### src/adcc_pkg.sv
// constants, indices and types shared by the converter control block
// Notes on behaviour
// - parallel mode drives bits 14, 15 on shared pins
// - software serial mode shifts configuration bits in
// - polarity pin picks the configuration sampling edge
// - configuration select must be asserted to shift
// - busy high from start until result loaded
// - master read-after-convert mode lengthens busy time
// - range from signed and wide pins, or from the register in register configuration; both low unipolar
// - data drivers on only with read and select low
// - chip select gates external serial data clock
// - reset high aborts conversion without any result
// - reset falling edge zeroes data, clears configuration
// - falling convert start holds sampler and converts
// - power-down finishes current conversion, refuses new ones
package adcc_pkg;

  // ************************************************************
  // timing
  // ************************************************************
  localparam int CLK_PERIOD_NS = 10;   // 100 MHz system clock
  localparam int CONV_TIME_NS  = 4000; // conversion length, least
  localparam int EXT_TIME_NS   = 1000; // extra busy in read-after-convert master mode
  localparam logic [15:0] CONV_CYC =
    16'((CONV_TIME_NS + CLK_PERIOD_NS - 1) / CLK_PERIOD_NS);
  localparam logic [15:0] EXT_CYC =
    16'((EXT_TIME_NS + CLK_PERIOD_NS - 1) / CLK_PERIOD_NS);

  // ************************************************************
  // data and configuration layout
  // ************************************************************
  localparam int          RES_W       = 16;    // result width
  localparam int          CFG_W       = 8;     // configuration register width
  localparam logic [7:0]  CFG_RESET   = 8'h00; // configuration default
  localparam int          CFG_TEN_BIT = 0;     // wide range field
  localparam int          CFG_BIP_BIT = 1;     // signed range field
  localparam int          BIT14       = 14;    // result bit on shared pin a
  localparam int          BIT15       = 15;    // result bit on shared pin b

  // ************************************************************
  // positions in the synchronised pin vector
  // ************************************************************
  localparam int SYNC_W = 15;
  localparam int S_CNV  = 0;  // convert start, low active
  localparam int S_PD   = 1;  // power down
  localparam int S_RST  = 2;  // reset pin, high active
  localparam int S_SER  = 3;  // serial (1) / parallel (0)
  localparam int S_HW   = 4;  // pin (1) / register (0) configuration
  localparam int S_EXT  = 5;  // external (1) / internal (0) serial clock
  localparam int S_RDC  = 6;  // read during convert
  localparam int S_TEN  = 7;  // wide range
  localparam int S_BIP  = 8;  // signed range
  localparam int S_RD   = 9;  // read strobe, low active
  localparam int S_CS   = 10; // chip select, low active
  localparam int S_POL  = 11; // configuration clock polarity
  localparam int S_SCK  = 12; // shared pin a as shift clock
  localparam int S_SEL  = 13; // shared pin b as port select, low active
  localparam int S_SIN  = 14; // configuration serial data

  // reset level of each synchronised pin: low-active pins start inactive,
  // so reset release reads as no start edge and no enabled driver
  localparam logic [SYNC_W-1:0] SYNC_IDLE =
    SYNC_W'((1 << S_CNV) | (1 << S_RD) | (1 << S_CS) | (1 << S_SEL));

  // conversion sequencer states
  typedef enum logic [1:0] {ST_IDLE, ST_CONVERT, ST_EXTEND} adcc_state_t;

endpackage : adcc_pkg

### src/adcc_ctrl.sv
// converter digital control: conversion sequencing, configuration port, pin drivers
`timescale 1ns/100ps
module adcc_ctrl
  import adcc_pkg::*;
(
  input  wire logic              i_sys_clk,                 // system clock
  input  wire logic              i_arst_n,                  // async reset, low active
  input  wire logic              i_reset_pin,               // reset pin, high active
  input  wire logic              i_convert_start_n,         // conversion start, falling edge
  input  wire logic              i_power_down_in,           // power down request
  input  wire logic              i_serial_parallel_sel,     // 1 serial, 0 parallel
  input  wire logic              i_pin_or_register_cfg,     // 1 pins, 0 register
  input  wire logic              i_clock_source_sel,        // 1 external, 0 internal
  input  wire logic              i_read_during_convert_sel, // read timing select
  input  wire logic              i_wide_range_select,       // wide range pin
  input  wire logic              i_bipolar_sel,             // signed range pin
  input  wire logic              i_rd_n,                    // read strobe, low active
  input  wire logic              i_cs_n,                    // chip select, low active
  input  wire logic              i_cfg_clock_polarity,      // shift edge select
  input  wire logic              i_cfg_serial_in,           // configuration data
  input  wire logic [RES_W-1:0]  i_sar_result,              // result from the core
  input  wire logic              i_pin14,                   // shared pin a, level in
  output logic                   o_pin14,                   // shared pin a, driven level
  output logic                   o_pin14_oe_n,              // shared pin a, low drives
  input  wire logic              i_pin15,                   // shared pin b, level in
  output logic                   o_pin15,                   // shared pin b, driven level
  output logic                   o_pin15_oe_n,              // shared pin b, low drives
  output logic [13:0]            o_data_lo,                 // parallel bits 13..0
  output logic                   o_data_oe_n,               // parallel drivers, low drives
  output logic                   o_serial_out_en,           // serial output driver enable
  output logic                   o_ext_clk_gate,            // pass external serial clock
  output logic                   o_busy,                    // conversion busy
  output logic                   o_sample_hold,             // sampler in hold
  output logic [1:0]             o_range,                   // {signed, wide}
  output logic [CFG_W-1:0]       o_cfg_reg,                 // configuration register
  output logic                   o_power_down               // analog power down
);

  // ************************************************************
  // pin synchronisation
  // ************************************************************
  logic [SYNC_W-1:0] pins_raw; // raw pin vector
  logic [SYNC_W-1:0] pins_s;   // synchronised pin vector

  assign pins_raw = {i_cfg_serial_in, i_pin15, i_pin14, i_cfg_clock_polarity,
                     i_cs_n, i_rd_n, i_bipolar_sel, i_wide_range_select,
                     i_read_during_convert_sel, i_clock_source_sel,
                     i_pin_or_register_cfg, i_serial_parallel_sel, i_reset_pin,
                     i_power_down_in, i_convert_start_n};

  adcc_sync #(.W(SYNC_W), .RST_VAL(SYNC_IDLE)) u_sync (
    .i_sys_clk (i_sys_clk),
    .i_arst_n  (i_arst_n),
    .i_async   (pins_raw),
    .o_sync    (pins_s)
  );

  // shared pins are only meaningful as inputs in serial mode
  logic rst_s;  // reset pin level
  logic ser_s;  // serial mode
  logic sw_cfg; // register configuration active
  assign rst_s  = pins_s[S_RST];
  assign ser_s  = pins_s[S_SER];
  assign sw_cfg = ser_s & ~pins_s[S_HW];

  // ************************************************************
  // edge history
  // ************************************************************
  logic prev_cnv, next_prev_cnv; // convert start history
  logic prev_rst, next_prev_rst; // reset pin history
  logic prev_sck, next_prev_sck; // shift clock history
  logic cnv_fall;                // convert start falling
  logic rst_fall;                // reset pin falling
  logic sck_active;              // selected shift edge seen

  // history starts high on the low-active start so reset release is no edge
  always_comb begin
    next_prev_cnv = pins_s[S_CNV];
    next_prev_rst = rst_s;
    next_prev_sck = pins_s[S_SCK];
  end

  always_ff @(posedge i_sys_clk or negedge i_arst_n) begin
    if (!i_arst_n) begin
      prev_cnv <= 1'b1;
      prev_rst <= 1'b0;
      prev_sck <= 1'b0;
    end else begin
      prev_cnv <= next_prev_cnv;
      prev_rst <= next_prev_rst;
      prev_sck <= next_prev_sck;
    end
  end

  assign cnv_fall = prev_cnv & ~pins_s[S_CNV];
  assign rst_fall = prev_rst & ~rst_s;
  // polarity low samples on the rising edge, high on the falling edge
  assign sck_active = pins_s[S_POL] ? (prev_sck & ~pins_s[S_SCK])
                                    : (~prev_sck & pins_s[S_SCK]);

  // ************************************************************
  // conversion sequencer
  // ************************************************************
  adcc_state_t      state, next_state;   // sequencer state
  logic [15:0]      cnt, next_cnt;       // cycles left in the phase
  logic [RES_W-1:0] result, next_result; // loaded output word
  logic             start_ok;            // accepted conversion start
  logic             ext_mode;            // lengthened busy mode
  logic             load;                // result enters output register

  // a start during power down or during a conversion is dropped quietly
  assign start_ok = cnv_fall & ~pins_s[S_PD] & ~rst_s & (state == ST_IDLE);
  // lengthened busy only in serial master read-after-convert mode
  assign ext_mode = ser_s & ~pins_s[S_EXT] & ~pins_s[S_RDC];

  always_comb begin
    next_state  = state;
    next_cnt    = cnt;
    load        = 1'b0;
    case (state)
      ST_IDLE: begin
        if (start_ok) begin
          next_state = ST_CONVERT;
          next_cnt   = CONV_CYC - 16'h0001;
        end
      end
      ST_CONVERT: begin
        if (cnt == 16'h0000) begin
          if (ext_mode) begin
            next_state = ST_EXTEND;
            next_cnt   = EXT_CYC - 16'h0001;
          end else begin
            next_state = ST_IDLE;
            load       = 1'b1;
          end
        end else begin
          next_cnt = cnt - 16'h0001;
        end
      end
      ST_EXTEND: begin
        if (cnt == 16'h0000) begin
          next_state = ST_IDLE;
          load       = 1'b1;
        end else begin
          next_cnt = cnt - 16'h0001;
        end
      end
      default: begin
        next_state = ST_IDLE;
        next_cnt   = 16'h0000;
      end
    endcase
    // reset pin abandons the conversion; no result is loaded
    if (rst_s) begin
      next_state = ST_IDLE;
      next_cnt   = 16'h0000;
      load       = 1'b0;
    end
    // the output word changes only on a load or a reset clear
    next_result = result;
    if (rst_s || rst_fall) begin
      next_result = '0;
    end else if (load) begin
      next_result = i_sar_result;
    end
  end

  always_ff @(posedge i_sys_clk or negedge i_arst_n) begin
    if (!i_arst_n) begin
      state  <= ST_IDLE;
      cnt    <= 16'h0000;
      result <= '0;
    end else begin
      state  <= next_state;
      cnt    <= next_cnt;
      result <= next_result;
    end
  end

  // ************************************************************
  // serial configuration register
  // ************************************************************
  logic [CFG_W-1:0] cfg, next_cfg; // configuration contents
  logic             shift_en;      // one bit shifts in

  // select is low active; without it stray clock edges change nothing
  assign shift_en = sw_cfg & ~pins_s[S_SEL] & sck_active & ~rst_s & ~rst_fall;

  // reset clear beats a shift that lands in the same cycle
  always_comb begin
    next_cfg = cfg;
    if (rst_s || rst_fall) begin
      next_cfg = CFG_RESET;
    end else if (shift_en) begin
      next_cfg = {cfg[CFG_W-2:0], pins_s[S_SIN]};
    end
  end

  always_ff @(posedge i_sys_clk or negedge i_arst_n) begin
    if (!i_arst_n) begin
      cfg <= CFG_RESET;
    end else begin
      cfg <= next_cfg;
    end
  end

  // ************************************************************
  // outputs
  // ************************************************************
  // drivers follow the synchronised strobes, two cycles behind the pins
  logic drive_en; // read and select both low
  assign drive_en = ~pins_s[S_RD] & ~pins_s[S_CS];

  // shared pins are inputs in serial mode, so they drive only in parallel mode
  // busy spans both phases; the sampler holds only in the first one
  assign o_pin14         = result[BIT14];
  assign o_pin15         = result[BIT15];
  assign o_pin14_oe_n    = ~(~ser_s & drive_en);
  assign o_pin15_oe_n    = ~(~ser_s & drive_en);
  assign o_data_lo       = result[13:0];
  assign o_data_oe_n     = ~(~ser_s & drive_en);
  assign o_serial_out_en = ser_s & drive_en;
  assign o_ext_clk_gate  = ser_s & pins_s[S_EXT] & ~pins_s[S_CS];
  assign o_busy          = (state != ST_IDLE);
  assign o_sample_hold   = (state == ST_CONVERT);
  assign o_range         = sw_cfg ? {cfg[CFG_BIP_BIT], cfg[CFG_TEN_BIT]}
                                  : {pins_s[S_BIP], pins_s[S_TEN]};
  assign o_cfg_reg       = cfg;
  assign o_power_down    = pins_s[S_PD];

  // ************************************************************
  // assertion helpers
  // ************************************************************
  logic [15:0] hold_len, next_hold_len; // cycles spent in the conversion phase

  // counts the hold phase so that its length can be checked as it ends
  always_comb begin
    next_hold_len = 16'h0000;
    if (state == ST_CONVERT) begin
      next_hold_len = hold_len + 16'h0001;
    end
  end

  always_ff @(posedge i_sys_clk or negedge i_arst_n) begin
    if (!i_arst_n) begin
      hold_len <= 16'h0000;
    end else begin
      hold_len <= next_hold_len;
    end
  end
endmodule : adcc_ctrl

### src/adcc_sync.sv
// two-stage synchroniser for a vector of pin inputs
`timescale 1ns/100ps
module adcc_sync
  import adcc_pkg::*;
#(
  parameter int           W       = SYNC_W, // number of pins
  parameter logic [W-1:0] RST_VAL = '0      // level both stages hold in reset
) (
  input  wire logic         i_sys_clk, // system clock
  input  wire logic         i_arst_n,  // async reset, low active
  input  wire logic [W-1:0] i_async,   // raw pins
  output logic      [W-1:0] o_sync     // synchronised pins
);

  logic [W-1:0] meta; // first stage, read only by the second

  // ************************************************************
  // two flops per bit; no logic looks at the first stage
  // ************************************************************
  always_ff @(posedge i_sys_clk or negedge i_arst_n) begin
    if (!i_arst_n) begin
      meta   <= RST_VAL;
      o_sync <= RST_VAL;
    end else begin
      meta   <= i_async;
      o_sync <= meta;
    end
  end

endmodule : adcc_sync
### config.mk
export PLATFORM = sky130hd
export DESIGN_NAME = adcc_ctrl
export DESIGN_NICKNAME = d
export VERILOG_FILES = /design/src/adcc_pkg.sv /design/src/adcc_ctrl.sv /design/src/adcc_sync.sv
export SDC_FILE = /design/constraint.sdc
export NUM_CORES = 1
export LEC_CHECK = 0
export ABC_AREA = 1
export BUFFER_PORTS_ARGS = -buffer_cell sky130_fd_sc_hd__buf_2
export CELL_PAD_IN_SITES_DETAIL_PLACEMENT = 1
export CELL_PAD_IN_SITES_GLOBAL_PLACEMENT = 1
export CORE_AREA = 4 4 96 116
export CTS_BUF_LIST = sky130_fd_sc_hd__clkbuf_4
export DETAILED_ROUTE_END_ITERATION = 8
export DIE_AREA = 0 0 100 120
export GPL_TIMING_DRIVEN = 0
export PLACE_DENSITY_LB_ADDON = 0.08
export REMOVE_ABC_BUFFERS = 1
export SLEW_MARGIN = 20
export SYNTH_ARGS = -nofsm -noshare
export SYNTH_HDL_FRONTEND = slang
export SYNTH_SLANG_ARGS = --single-unit
### constraint.sdc
create_clock -name i_sys_clk -period 5 [get_ports i_sys_clk]
set_input_delay 1.5 -clock i_sys_clk [delete_from_list [all_inputs] [get_ports i_sys_clk]]
set_output_delay 1.5 -clock i_sys_clk [all_outputs]
set_load 0.02 [all_outputs]
# [Yosys cells after proc, flatten, opt, wreduce, memory -nomap -nowiden]
# Index checks and enable logic that the tools add are counted.
[word_totals] ff_bits=75 input_bits=33 output_inout_bits=34 elab_cells=81
[op_classes] add_sub_neg=1 n_eq_ne=7 muxes=23 bitwise_logic=33 reduce_logical=8
[op_table] op="2-to-1 mux 16 bit" n=7
[op_table] op="one-hot mux 16 bit (3 select lines)" n=1
[op_table] op="bitwise AND 1 bit" n=19
[op_table] op="logical NOT 16 bit" n=1
[op_table] op="2-to-1 mux 8 bit" n=2
[op_table] op="subtractor 16 x 1 -> 16 bit, second input constant" n=1
[op_table] op="inverter 1 bit" n=14
[op_table] op="2-to-1 mux 2 bit" n=6
[op_table] op="!= test 3 x 2 -> 1 bit, second input constant" n=3
[op_table] op="one-hot mux 2 bit (3 select lines)" n=1
[op_table] op="AND reduction 3 bit" n=2
[op_table] op="nonzero test 2 bit" n=3
[op_table] op="2-to-1 mux 1 bit" n=5
[op_table] op="!= test 4 x 3 -> 1 bit, second input constant" n=1
[op_table] op="!= test 3 x 1 -> 1 bit, second input constant" n=1
[op_table] op="equality test 2 x 1 -> 1 bit, second input constant" n=1
[op_table] op="equality test 2 bit, second input constant" n=1
[op_table] op="logical NOT 2 bit" n=1
[op_table] op="one-hot mux 1 bit (2 select lines)" n=1
[op_table] op="logical OR 1 bit" n=1

# [Longest topological paths before layout]
# Gate-level depths: netlist of the first run.
[logic_depth] depth_word=9 ltp_mapped=13 ltp_nobuf=12

# [Hierarchy]
# From an unflattened synthesis of the first run, not the netlist that was laid out.
[hier_totals] hier_cells=366 hier_area_um2=3264.4
[by_module_without_submodules] mod="adcc_ctrl" n_inst=1 cells_per_inst=336 area_each_um2=2503.7 seq_area_each_um2=1127.3
[by_module_without_submodules] mod="adcc_sync" n_inst=1 cells_per_inst=30 area_each_um2=760.7 seq_area_each_um2=760.7

# [Worst setup path before layout of the first run]
# OpenSTA, ideal clock, no wires.
[synth_timing] path_kind="register to output" from="reg u_sync.o_sync[3]" to="out o_range[1]" arrival_ns=1.055 required_ns=3.500 setup_slack_ns=2.445 path_stages_with_launch=5 path_buffers=0 cell_sequence="dfrtp_1 > inv_1 > nor2_1 > inv_1 > o21ai_0"
[synth_via] elab_chain_cells=2
[synth_lines] item="start, declared" line="adcc_sync.sv:12" rtl="output logic [W-1:0] o_sync"
[synth_lines] item="start signal, assigned" line="adcc_sync.sv:26" rtl="o_sync <= meta;"
[synth_lines] item="bitwise AND 1 bit" line="adcc_ctrl.sv:64" rtl="assign sw_cfg = ser_s & ~pins_s[S_HW];"
[synth_lines] item="2-to-1 mux 2 bit" line="adcc_ctrl.sv:226" rtl="assign o_range = sw_cfg ? {cfg[CFG_BIP_BIT], cfg[CFG_TEN_BIT]}"
[synth_lines] item="end, declared" line="adcc_ctrl.sv:34" rtl="output logic [1:0] o_range,"
# Every way passes these cells.

# [Worst setup path in the final report of the first run]
[layout_timing] from="reg state[0]" to="out o_busy"
[layout_via] elab_chain_cells=1
[layout_lines] item="start, declared" line="adcc_ctrl.sv:104" rtl="adcc_state_t state, next_state;"
[layout_lines] item="start signal, assigned" line="adcc_ctrl.sv:174" rtl="state <= next_state;"
[layout_lines] item="nonzero test 2 bit" line="adcc_ctrl.sv:224" rtl="assign o_busy = (state != ST_IDLE);"
[layout_lines] item="end, declared" line="adcc_ctrl.sv:32" rtl="output logic o_busy,"
# Every way passes these cells.

==> results.json, run 1 <==
{
  "cp.arrival_ns": 1.63,
  "p_per_area_nw_per_um2": 439.4,
  "die_x_um": 100,
  "cts_tree": "built",
  "maxSlewViolCount": 0,
  "drtIter0Drc": 77,
  "worstSetupPathType": "reg -> out",
  "wl_per_cell_um": 13.87,
  "grt_usage_pct": 14.75,
  "ios": 67,
  "required_ns": 3.50,
  "cts_buffer_depth": 2,
  "wl_um": 8042,
  "final_cells": 580,
  "p_total_mw": 1.724,
  "sw_frac_of_total_pct": 40.77,
  "p_int_mw": 1.021,
  "cts_root_buf": "clkbuf_4",
  "leakagePower_nw": 2.137,
  "grt-ovfl-total": 0,
  "clockPowerShare_pct": 22.4,
  "htreeDepth": 3,
  "r2r_end": "cnt[0]$_DFFE_PN0P_",
  "reg2regPathDepth": 11,
  "die_h_um": 120,
  "cts_hold_buf": 0,
  "fin_nets": 489,
  "syn-cell-area_um2": 3307,
  "report.final.setup_viol": 0,
  "hold_violations": 0,
  "post-place-cells": 564,
  "fp.coreArea_um2": 9960,
  "ys_ff_latch": 75,
  "crit_fanout": 7,
  "clkTransAtPathRegs_ns": 0.13,
  "grt_start_max_net_pins": 57,
  "drv_cap": 0,
  "setup_tns_ns": 0,
  "clkLatencyLatePin_ns": 0.44,
  "crit_path_start_kind": "register",
  "syn_avg_cell_area_um2": 8.748,
  "switchingPower_uw": 703.0,
  "peakVddDrop_mv": 0.1604,
  "tightest_slew_ns": 0.8567,
  "grt_pass1_wl_um": 13890,
  "fp-row-count": 40,
  "cp_common_cell": "inv_1",
  "port_buffers": 66,
  "cpPeakStageDelay_ns": 0.43,
  "period_needed_ns": 3.129,
  "r2r_start": "state[0]$_DFFE_PN0P_",
  "postCtsResizedCells": 0,
  "p_seq_share_pct": 42.5,
  "path_cells": "inv_1, ha_1, inv_1, buf_2",
  "firstDrtPassIters": 4,
  "rrSetupSlack_ns": 2.64,
  "finalCritPeriodShare_pct": 62.58,
  "num_vias": 2689,
  "yosysSeqAreaShare_pct": 57.09,
  "status": "finished, final reports clean",
  "yosysUniqueCellTypes": 29,
  "path_delay_family": "buffers and inverters",
  "vias_per_cell": 4.636,
  "gp_routability_congestion": 0.7565,
  "syn2layout_area_growth_pct": 18.65,
  "cp-end-kind": "primary output",
  "diodes": 0,
  "min_path_type": "reg -> reg",
  "antenna_found_initial": 0,
  "hpwl_um": 6029,
  "drive_above_1_share_pct": 22.91,
  "reg_top3": "cnt x16, result x16",
  "drc": 0,
  "dpl_cell_area_um2": 3780,
  "worst_clock_skew_ns": 0.01470,
  "rsz0062_at_grt": "no",
  "critical_path_buf_inv_count": 3,
  "slew_headroom_pct": 42.82,
  "grt_pass1_vias": 2852,
  "slowest_stage": "dfrtp_1",
  "comb_power_share_pct": 35.1,
  "post-route-util_pct": 39.40,
  "start_util_pct": 33.20,
  "postRouteAntennaNets": 0,
  "clock_sinks": 75,
  "hold_start": "u_sync.meta[2]$_DFF_PN0_",
  "fmaxAchievable_mhz": 319.6,
  "cts_buffers": 9,
  "dieArea_um2": 12000,
  "finalInstanceArea_um2": 3924,
  "holdPathStages": 0,
  "cts_setup_buffers": 0,
  "syn_inst": 378,
  "min_delay_worst_endpoint": "u_sync.o_sync[2]$_DFF_PN0_",
  "synth.yosys.warnings": 0
}
==> routing by layer <==
layer  global-route usage [%]  vias up  share of wire [%]
li1                         -     1323                  -
met1                    18.01     1305                 43
met2                    24.79       47                 51
met3                    3.198       14                4.2
met4                    6.571        0                2.1
met5                        0        -                  0
==> layout make-up <==
cell class                 count  area, um^2
inverter                      46       172.7
timing repair buffer          67       360.3
clock inverter                 7       76.32
multi-input combinational    250        1201
sequential                    75        1888
fill                        1214        6036
tap                          126       157.7
clock buffer                   9       67.56
==> logic make-up (layout without fill, tap and decap cells) <==
logic type,count (synthesis),count (layout),synth area share (%)
buffers and inverters,53,129,6.659
and+or+nand+nor,214,214,28.60
DFF,75,75,57.09
xor gates and xnor gates,2,2,0.5298
adders and majority gates,7,7,2.648
AOI/OAI and AO/OA,27,27,4.464
==> power by group through the flow <==
stage	logic [mW]	registers, mW	clock network [mW]
6_report	0.606	0.733	0.386
5_1_grt	0.714	0.744	0.435
4_1_cts	0.621	0.733	0.406
3_5_place_dp	0.617	0.745	0
3_3_place_gp	0.605	0.743	0
2_1_floorplan	0.445	0.728	0
==> cell usage in the layout, fill, tap and decap left out, types with 2 or more instances in the layout <==
cell type,n
nand3_1,35
nand4_1,7
clkinv_4,3
o21bai_1,2
inv_2,2
o21ai_0,18
dfrtp_1,66
o211ai_1,2
buf_2,65
dfstp_2,9
a21oi_1,3
nor2_4,4
nor2_2,3
inv_1,44
ha_1,7
nand3b_1,2
nand2_1,113
nor3_1,3
clkbuf_4,9
o22ai_1,2
nor2_1,41
nand2_2,2
==> synth_stat cells, drive strengths merged <==
cell type,n,area share [%]
a21oi,3,0.45
o21bai,2,0.45
dfstp,9,7.2
xnor2,1,0.26
nand3,35,5.3
dfrtp,66,50
xor2,1,0.26
ha,7,2.6
o211ai,2,0.45
nand4,7,1.3
or2,1,0.19
nor3b,1,0.23
buf,5,1.2
nand2,116,14
inv,46,5.2
nand3b,2,0.45
o21ai,18,2.7
nor2,49,7.1
clkbuf,2,0.23
o22ai,2,0.38
nor3,3,0.45
==> through the flow <==
step                      hold WS, ns  setup WS [ns]
after global routing           0.3705          1.754
after global placement         0.3318          1.864
final                          0.3561          1.871
after floorplan                0.3312          2.445
after CTS                      0.3577          1.833
after detailed placement       0.3358          2.349
==> how the worst max path moves through the flow <==
stage	cells after the start	endpoint	slack, ns	from
finish	4	o_busy	1.87	state[0]$_DFFE_PN0P_
global route	4	o_busy	1.75	state[0]$_DFFE_PN0P_
floorplan	4	o_range[1]	2.45	u_sync.o_sync[3]$_DFF_PN0_
global placement	1	result[9]$_DFFE_PN0P_	1.86	i_arst_n
detailed placement	4	o_busy	2.35	state[0]$_DFFE_PN0P_
CTS	4	o_busy	1.83	state[0]$_DFFE_PN0P_
Note: power is estimated with default switching activity, not from simulation.
==> inputs of run 2 (changes only) <==
- clock period: 5 -> 2.5 ns (I/O delays scaled with it)
==> results.json, run 2 (synthesized netlist as in run 1, its figures left out) <==
{
  "status": "finished, final reports clean",
  "die_h_um": 120,
  "crit_fanout": 7,
  "p_total_mw": 3.451,
  "setup.worst_path.end": "o_busy",
  "critPathLaunch": "state[0]$_DFFE_PN0P_",
  "wl_per_cell_um": 13.86,
  "fmaxAchievable_mhz": 420.3,
  "syn2layout_area_growth_pct": 18.73,
  "finalCritPeriodShare_pct": 95.16,
  "hpwl_um": 6029,
  "pre_cts_ws_ns": 0.1114,
  "cts_setup_buffers": 0,
  "leakagePower_nw": 2.137,
  "crit_path_start_kind": "register",
  "fp-row-count": 40,
  "worst_clock_skew_ns": 0.01470,
  "setup_tns_ns": 0,
  "cts_hold_buf": 0,
  "ios": 67,
  "slew_headroom_pct": 42.82,
  "grt_pass1_vias": 2852,
  "cts_buffers": 9,
  "cts_root_buf": "clkbuf_4",
  "firstDrtPassIters": 4,
  "antenna_found_initial": 0,
  "rrSetupSlack_ns": 0.30,
  "port_buffers": 66,
  "gp_routability_congestion": 0.7565,
  "diodes": 0,
  "peakVddDrop_mv": 0.3209,
  "drc": 0,
  "maxSlewViolCount": 0,
  "vias_per_cell": 4.636,
  "multi_input_area_um2": 1204,
  "required_ns": 1.75,
  "reg2regPathDepth": 11,
  "fp.coreArea_um2": 9960,
  "dieArea_um2": 12000,
  "grt_pass1_wl_um": 13890,
  "fin_nets": 489,
  "postCtsResizedCells": 0,
  "cp-end-kind": "primary output",
  "clkLatencyLatePin_ns": 0.44,
  "htreeDepth": 3,
  "r2r_end": "cnt[0]$_DFFE_PN0P_",
  "worstSetupPathType": "reg -> out",
  "cts_buffer_depth": 2,
  "tightest_slew_ns": 0.8567,
  "hold_violations": 0,
  "postRouteAntennaNets": 0,
  "clock_sinks": 75,
  "clkTransAtPathRegs_ns": 0.14,
  "report.final.setup_viol": 0,
  "drive_above_1_share_pct": 23.13,
  "grt_start_max_net_pins": 57,
  "regArea_um2": 1888,
  "drtIter0Drc": 77,
  "min_path_type": "in -> async",
  "final.setup.worst_slack_ns": 0.1209,
  "die_x_um": 100,
  "final_cell_mix": "nand2_1 (112), dfrtp_1 (66), buf_2 (65)",
  "rsz0062_at_grt": "no",
  "final_common_cell": "nand2_1",
  "r2r_start": "state[0]$_DFFE_PN0P_",
  "start_util_pct": 33.20,
  "period_needed_ns": 2.379,
  "drv_cap": 0,
  "reg_top3": "cnt x16, result x16",
  "grt_usage_pct": 14.75,
  "cts_tree": "built",
  "p_per_area_nw_per_um2": 878.9,
  "num_vias": 2689,
  "grt-ovfl-total": 0,
  "fill_cells": 1213,
  "cp.arrival_ns": 1.63,
  "wl_um": 8041
}
run 2: cell counts in the layout (fill, tap and decap cells not counted):
Identical to the previous run, type by type.
run 2: critical path: stages (launching register included):
cell and delay, ns:
dfrtp_1 0.43, inv_1 0.10, ha_1 0.22, inv_1 0.23, buf_2 0.23
run 2: how the worst min path moves through the flow:
stage	to	slack, ns
detailed placement	u_sync.o_sync[3]$_DFF_PN0_	0.34
finish	cnt[7]$_DFFE_PN0P_	0.17
CTS	cnt[7]$_DFFE_PN0P_	0.16
global placement	u_sync.o_sync[7]$_DFF_PN0_	0.33
global route	cnt[7]$_DFFE_PN0P_	0.17
floorplan	u_sync.o_sync[11]$_DFF_PN0_	0.33
run 2: report_power, final:
group / internal [mW] / leakage (nW) / switching, mW
Clock: 0.309 / 0.0741 / 0.462
Combinational: 0.393 / 1.11 / 0.820
Sequential: 1.34 / 0.950 / 0.125
Total: 2.04 / 2.14 / 1.41
run 2: area by class of cell:
type | instances | share of cell area (%)
Sequential cell | 75 | 48.09
Multi-Input combinational cell | 250 | 30.66
Timing Repair Buffer | 67 | 9.178
Clock inverter | 7 | 1.944
Clock buffer | 9 | 1.721
Tap cell | 126 | 4.015
Inverter | 46 | 4.398
run 2: layer usage:
metal	part of all wire, %	track usage, %	wire length (um)	vias up
li1	-	-	-	1323
met1	43	18.01	3467	1305
met2	51	24.79	4064	47
met3	4.2	3.198	341	14
met4	2.1	6.571	168	0
met5	0	0	0	-
run 2: per-stage QoR:
stage	hold slack (ns)	utilization, %	area [um^2]	std cells
after floorplan	0.3312	-	3259	371
after global placement	0.3318	37.63	3747	563
after CTS	0.1560	39.40	3924	580
after global routing	0.1667	39.42	3926	580
after detailed placement	0.3358	37.95	3780	564
final	0.1712	39.42	3926	580
==> inputs of run 3 (changes only) <==
- ABC_AREA: 1 -> unset
- CORE_AREA: 4 4 96 116 -> 4 4 94 114
- DIE_AREA: 0 0 100 120 -> 0 0 98 118
- SKIP_LAST_GASP: unset -> 1
==> results.json, run 3 <==
{
  "grt_pass1_vias": 2523,
  "num_vias": 2292,
  "yosysUniqueCellTypes": 60,
  "path_delay_family": "flip-flops",
  "wl_per_cell_um": 16.52,
  "path_cells": "nand2b_1, mux2_2, buf_2",
  "hpwl_um": 5324,
  "final_cell_mix": "dfrtp_1 (66), buf_2 (65), nor2_1 (20)",
  "crit_path_start_kind": "register",
  "drive_above_1_share_pct": 38.37,
  "synth_xor_area_share_pct": 0.5426,
  "pre_cts_ws_ns": -0.07427,
  "cts_tree": "built",
  "rrSetupSlack_ns": 0.18,
  "min_path_type": "in -> async",
  "yosysTopAreaCell": "dfrtp_1",
  "fp-row-count": 39,
  "p_int_mw": 2.013,
  "die_x_um": 98,
  "setup_tns_ns": 0,
  "firstDrtPassIters": 4,
  "yosysSeqAreaShare_pct": 58.49,
  "die_h_um": 118,
  "syn-cell-area_um2": 3228,
  "synth.yosys.warnings": 0,
  "p_seq_share_pct": 44.0,
  "reg_top3": "cnt x16, result x16",
  "final.setup.worst_slack_ns": 0.1812,
  "wl_um": 7499,
  "required_ns": 1.75,
  "drtIter0Drc": 90,
  "vias_per_cell": 5.048,
  "p_per_area_nw_per_um2": 887.3,
  "r2r_start": "state[0]$_DFFE_PN0P_",
  "hold_violations": 0,
  "final_common_cell": "dfrtp_1",
  "ys_ff_latch": 75,
  "crit_fanout": 6,
  "synthArstFlopShare_pct": 100.0,
  "grt-ovfl-total": 0,
  "cts_buffers": 9,
  "critPathLaunch": "u_sync.o_sync[3]$_DFF_PN0_",
  "rsz0062_at_grt": "no",
  "fmaxAchievable_mhz": 431.3,
  "syn_inst": 253,
  "synth_edf_count": 0,
  "syn2layout_area_growth_pct": 18.91,
  "port_buffers": 66,
  "synth_area_leaders": "dfrtp_1 (51%), dfstp_2 (7.3%), a22o_1 (3.8%), ha_1 (2.7%), mux2i_1 (2.5%)",
  "antenna_found_initial": 0,
  "grt_start_max_net_pins": 39,
  "worstSetupPathType": "reg -> out",
  "slew_headroom_pct": 58.01,
  "start_util_pct": 33.93,
  "dieArea_um2": 11560,
  "synth-compound-area-share_pct": 18.68,
  "clkTransAtPathRegs_ns": 0.13,
  "gp_routability_congestion": 0.7570,
  "cp.arrival_ns": 1.57,
  "fin_nets": 366,
  "htreeDepth": 3,
  "sw_frac_of_total_pct": 40.89,
  "report.final.setup_viol": 0,
  "synth_top_family_by_area": "compound AO/OA/AOI/OAI gates",
  "clockPowerShare_pct": 20.4,
  "synth_common_cells": "dfrtp_1 (66), nor2_1 (20), nand2_1 (15), a22o_1 (14), inv_1 (10)",
  "synth_fa_ha_area_share_pct": 2.713,
  "muxShareOfSynthArea_pct": 3.178,
  "status": "finished, final reports clean",
  "syn_avg_cell_area_um2": 12.76,
  "synth-simple-area-share_pct": 12.91,
  "comb_power_share_pct": 35.6,
  "maxSlewViolCount": 0,
  "cp-end-kind": "primary output",
  "grt_usage_pct": 13.88,
  "yosysMostFrequentCell": "dfrtp_1",
  "worst_clock_skew_ns": 0.02062,
  "diodes": 0,
  "slowest_stage": "dfrtp_1",
  "critical_path_buf_inv_count": 1,
  "drv_cap": 0,
  "ios": 67,
  "p_total_mw": 3.406,
  "clkLatencyLatePin_ns": 0.43,
  "tightest_slew_ns": 0.6285,
  "cpPeakStageDelay_ns": 0.47,
  "peakVddDrop_mv": 0.2664,
  "cts_buffer_depth": 2,
  "synth_top_area_share_pct": 51.16,
  "clock_sinks": 75,
  "fp.coreArea_um2": 9515,
  "period_needed_ns": 2.319,
  "switchingPower_mw": 1.393,
  "cts_root_buf": "clkbuf_4",
  "drc": 0,
  "finalCritPeriodShare_pct": 92.75,
  "synth_ff_type": "dfrtp_1",
  "leakagePower_nw": 1.836,
  "grt_pass1_wl_um": 12770,
  "postRouteAntennaNets": 0
}
## run 3: area by class of cell
class                      instances  area, um^2
clock inverter                     7       57.56
tap                              123       153.9
clock buffer                       9       67.56
sequential                        75        1888
timing repair buffer              70       375.4
multi-input combinational        160        1259
fill                            1082        5677
inverter                          10       37.54
## run 3: per-stage QoR
step	hold slack, ns	std cells	util (%)	instance area (um^2)
2_1_floorplan	0.3312	245	-	3153
3_3_place_gp	0.3331	434	38.22	3637
3_5_place_dp	0.3365	435	38.46	3660
4_1_cts	0.2457	454	40.03	3809
5_1_grt	0.2540	454	40.34	3839
6_report	0.2655	454	40.34	3839
## run 3: logic make-up (layout without fill, tap and decap cells)
family / count (synthesis) / in the layout
xor gates and xnor gates: 2 / 2
and+or+nand+nor: 72 / 72
muxes: 10 / 10
buffers and inverters: 18 / 96
AOI/OAI and AO/OA: 69 / 69
DFF: 75 / 75
adders and majority gates: 7 / 7
## run 3: per-layer routing
layer / wire (um) / GRT usage [%] / up-vias
met5: 0 / 0 / -
met4: 142 / 6.234 / 0
met3: 315 / 3.912 / 10
met2: 3644 / 22.15 / 49
met1: 3396 / 17.39 / 1158
li1: - / - / 1075
## run 3: timing repair
item,4_1_cts,5_1_grt
setup endpoints to repair,20,31
gates cloned,0,0
resized for setup,1,6
hold buffers,0,0
hold endpoints to repair,0,0
setup buffers,3,0
pin swaps,1,0
## run 3: worst paths after layout
path | to | cells after the start
max in group asynchronous | u_sync.meta[13]$_DFF_PN1_ | 2
setup / recovery | o_range[1] | 3
hold reg to reg | u_sync.o_sync[5]$_DFF_PN0_ | 0
setup reg to reg | result[0]$_DFFE_PN0P_ | 7
min in group i_sys_clk | u_sync.o_sync[5]$_DFF_PN0_ | 0
hold / removal | cnt[2]$_DFFE_PN0P_ | 1
## run 3: power by group through the flow
stage / clock, mW / combinational, mW / sequential [mW]
4_1_cts: 0.734 / 1.20 / 1.49
2_1_floorplan: 0 / 0.858 / 1.47
3_3_place_gp: 0 / 1.16 / 1.51
6_report: 0.695 / 1.21 / 1.50
3_5_place_dp: 0 / 1.17 / 1.52
5_1_grt: 0.788 / 1.35 / 1.52
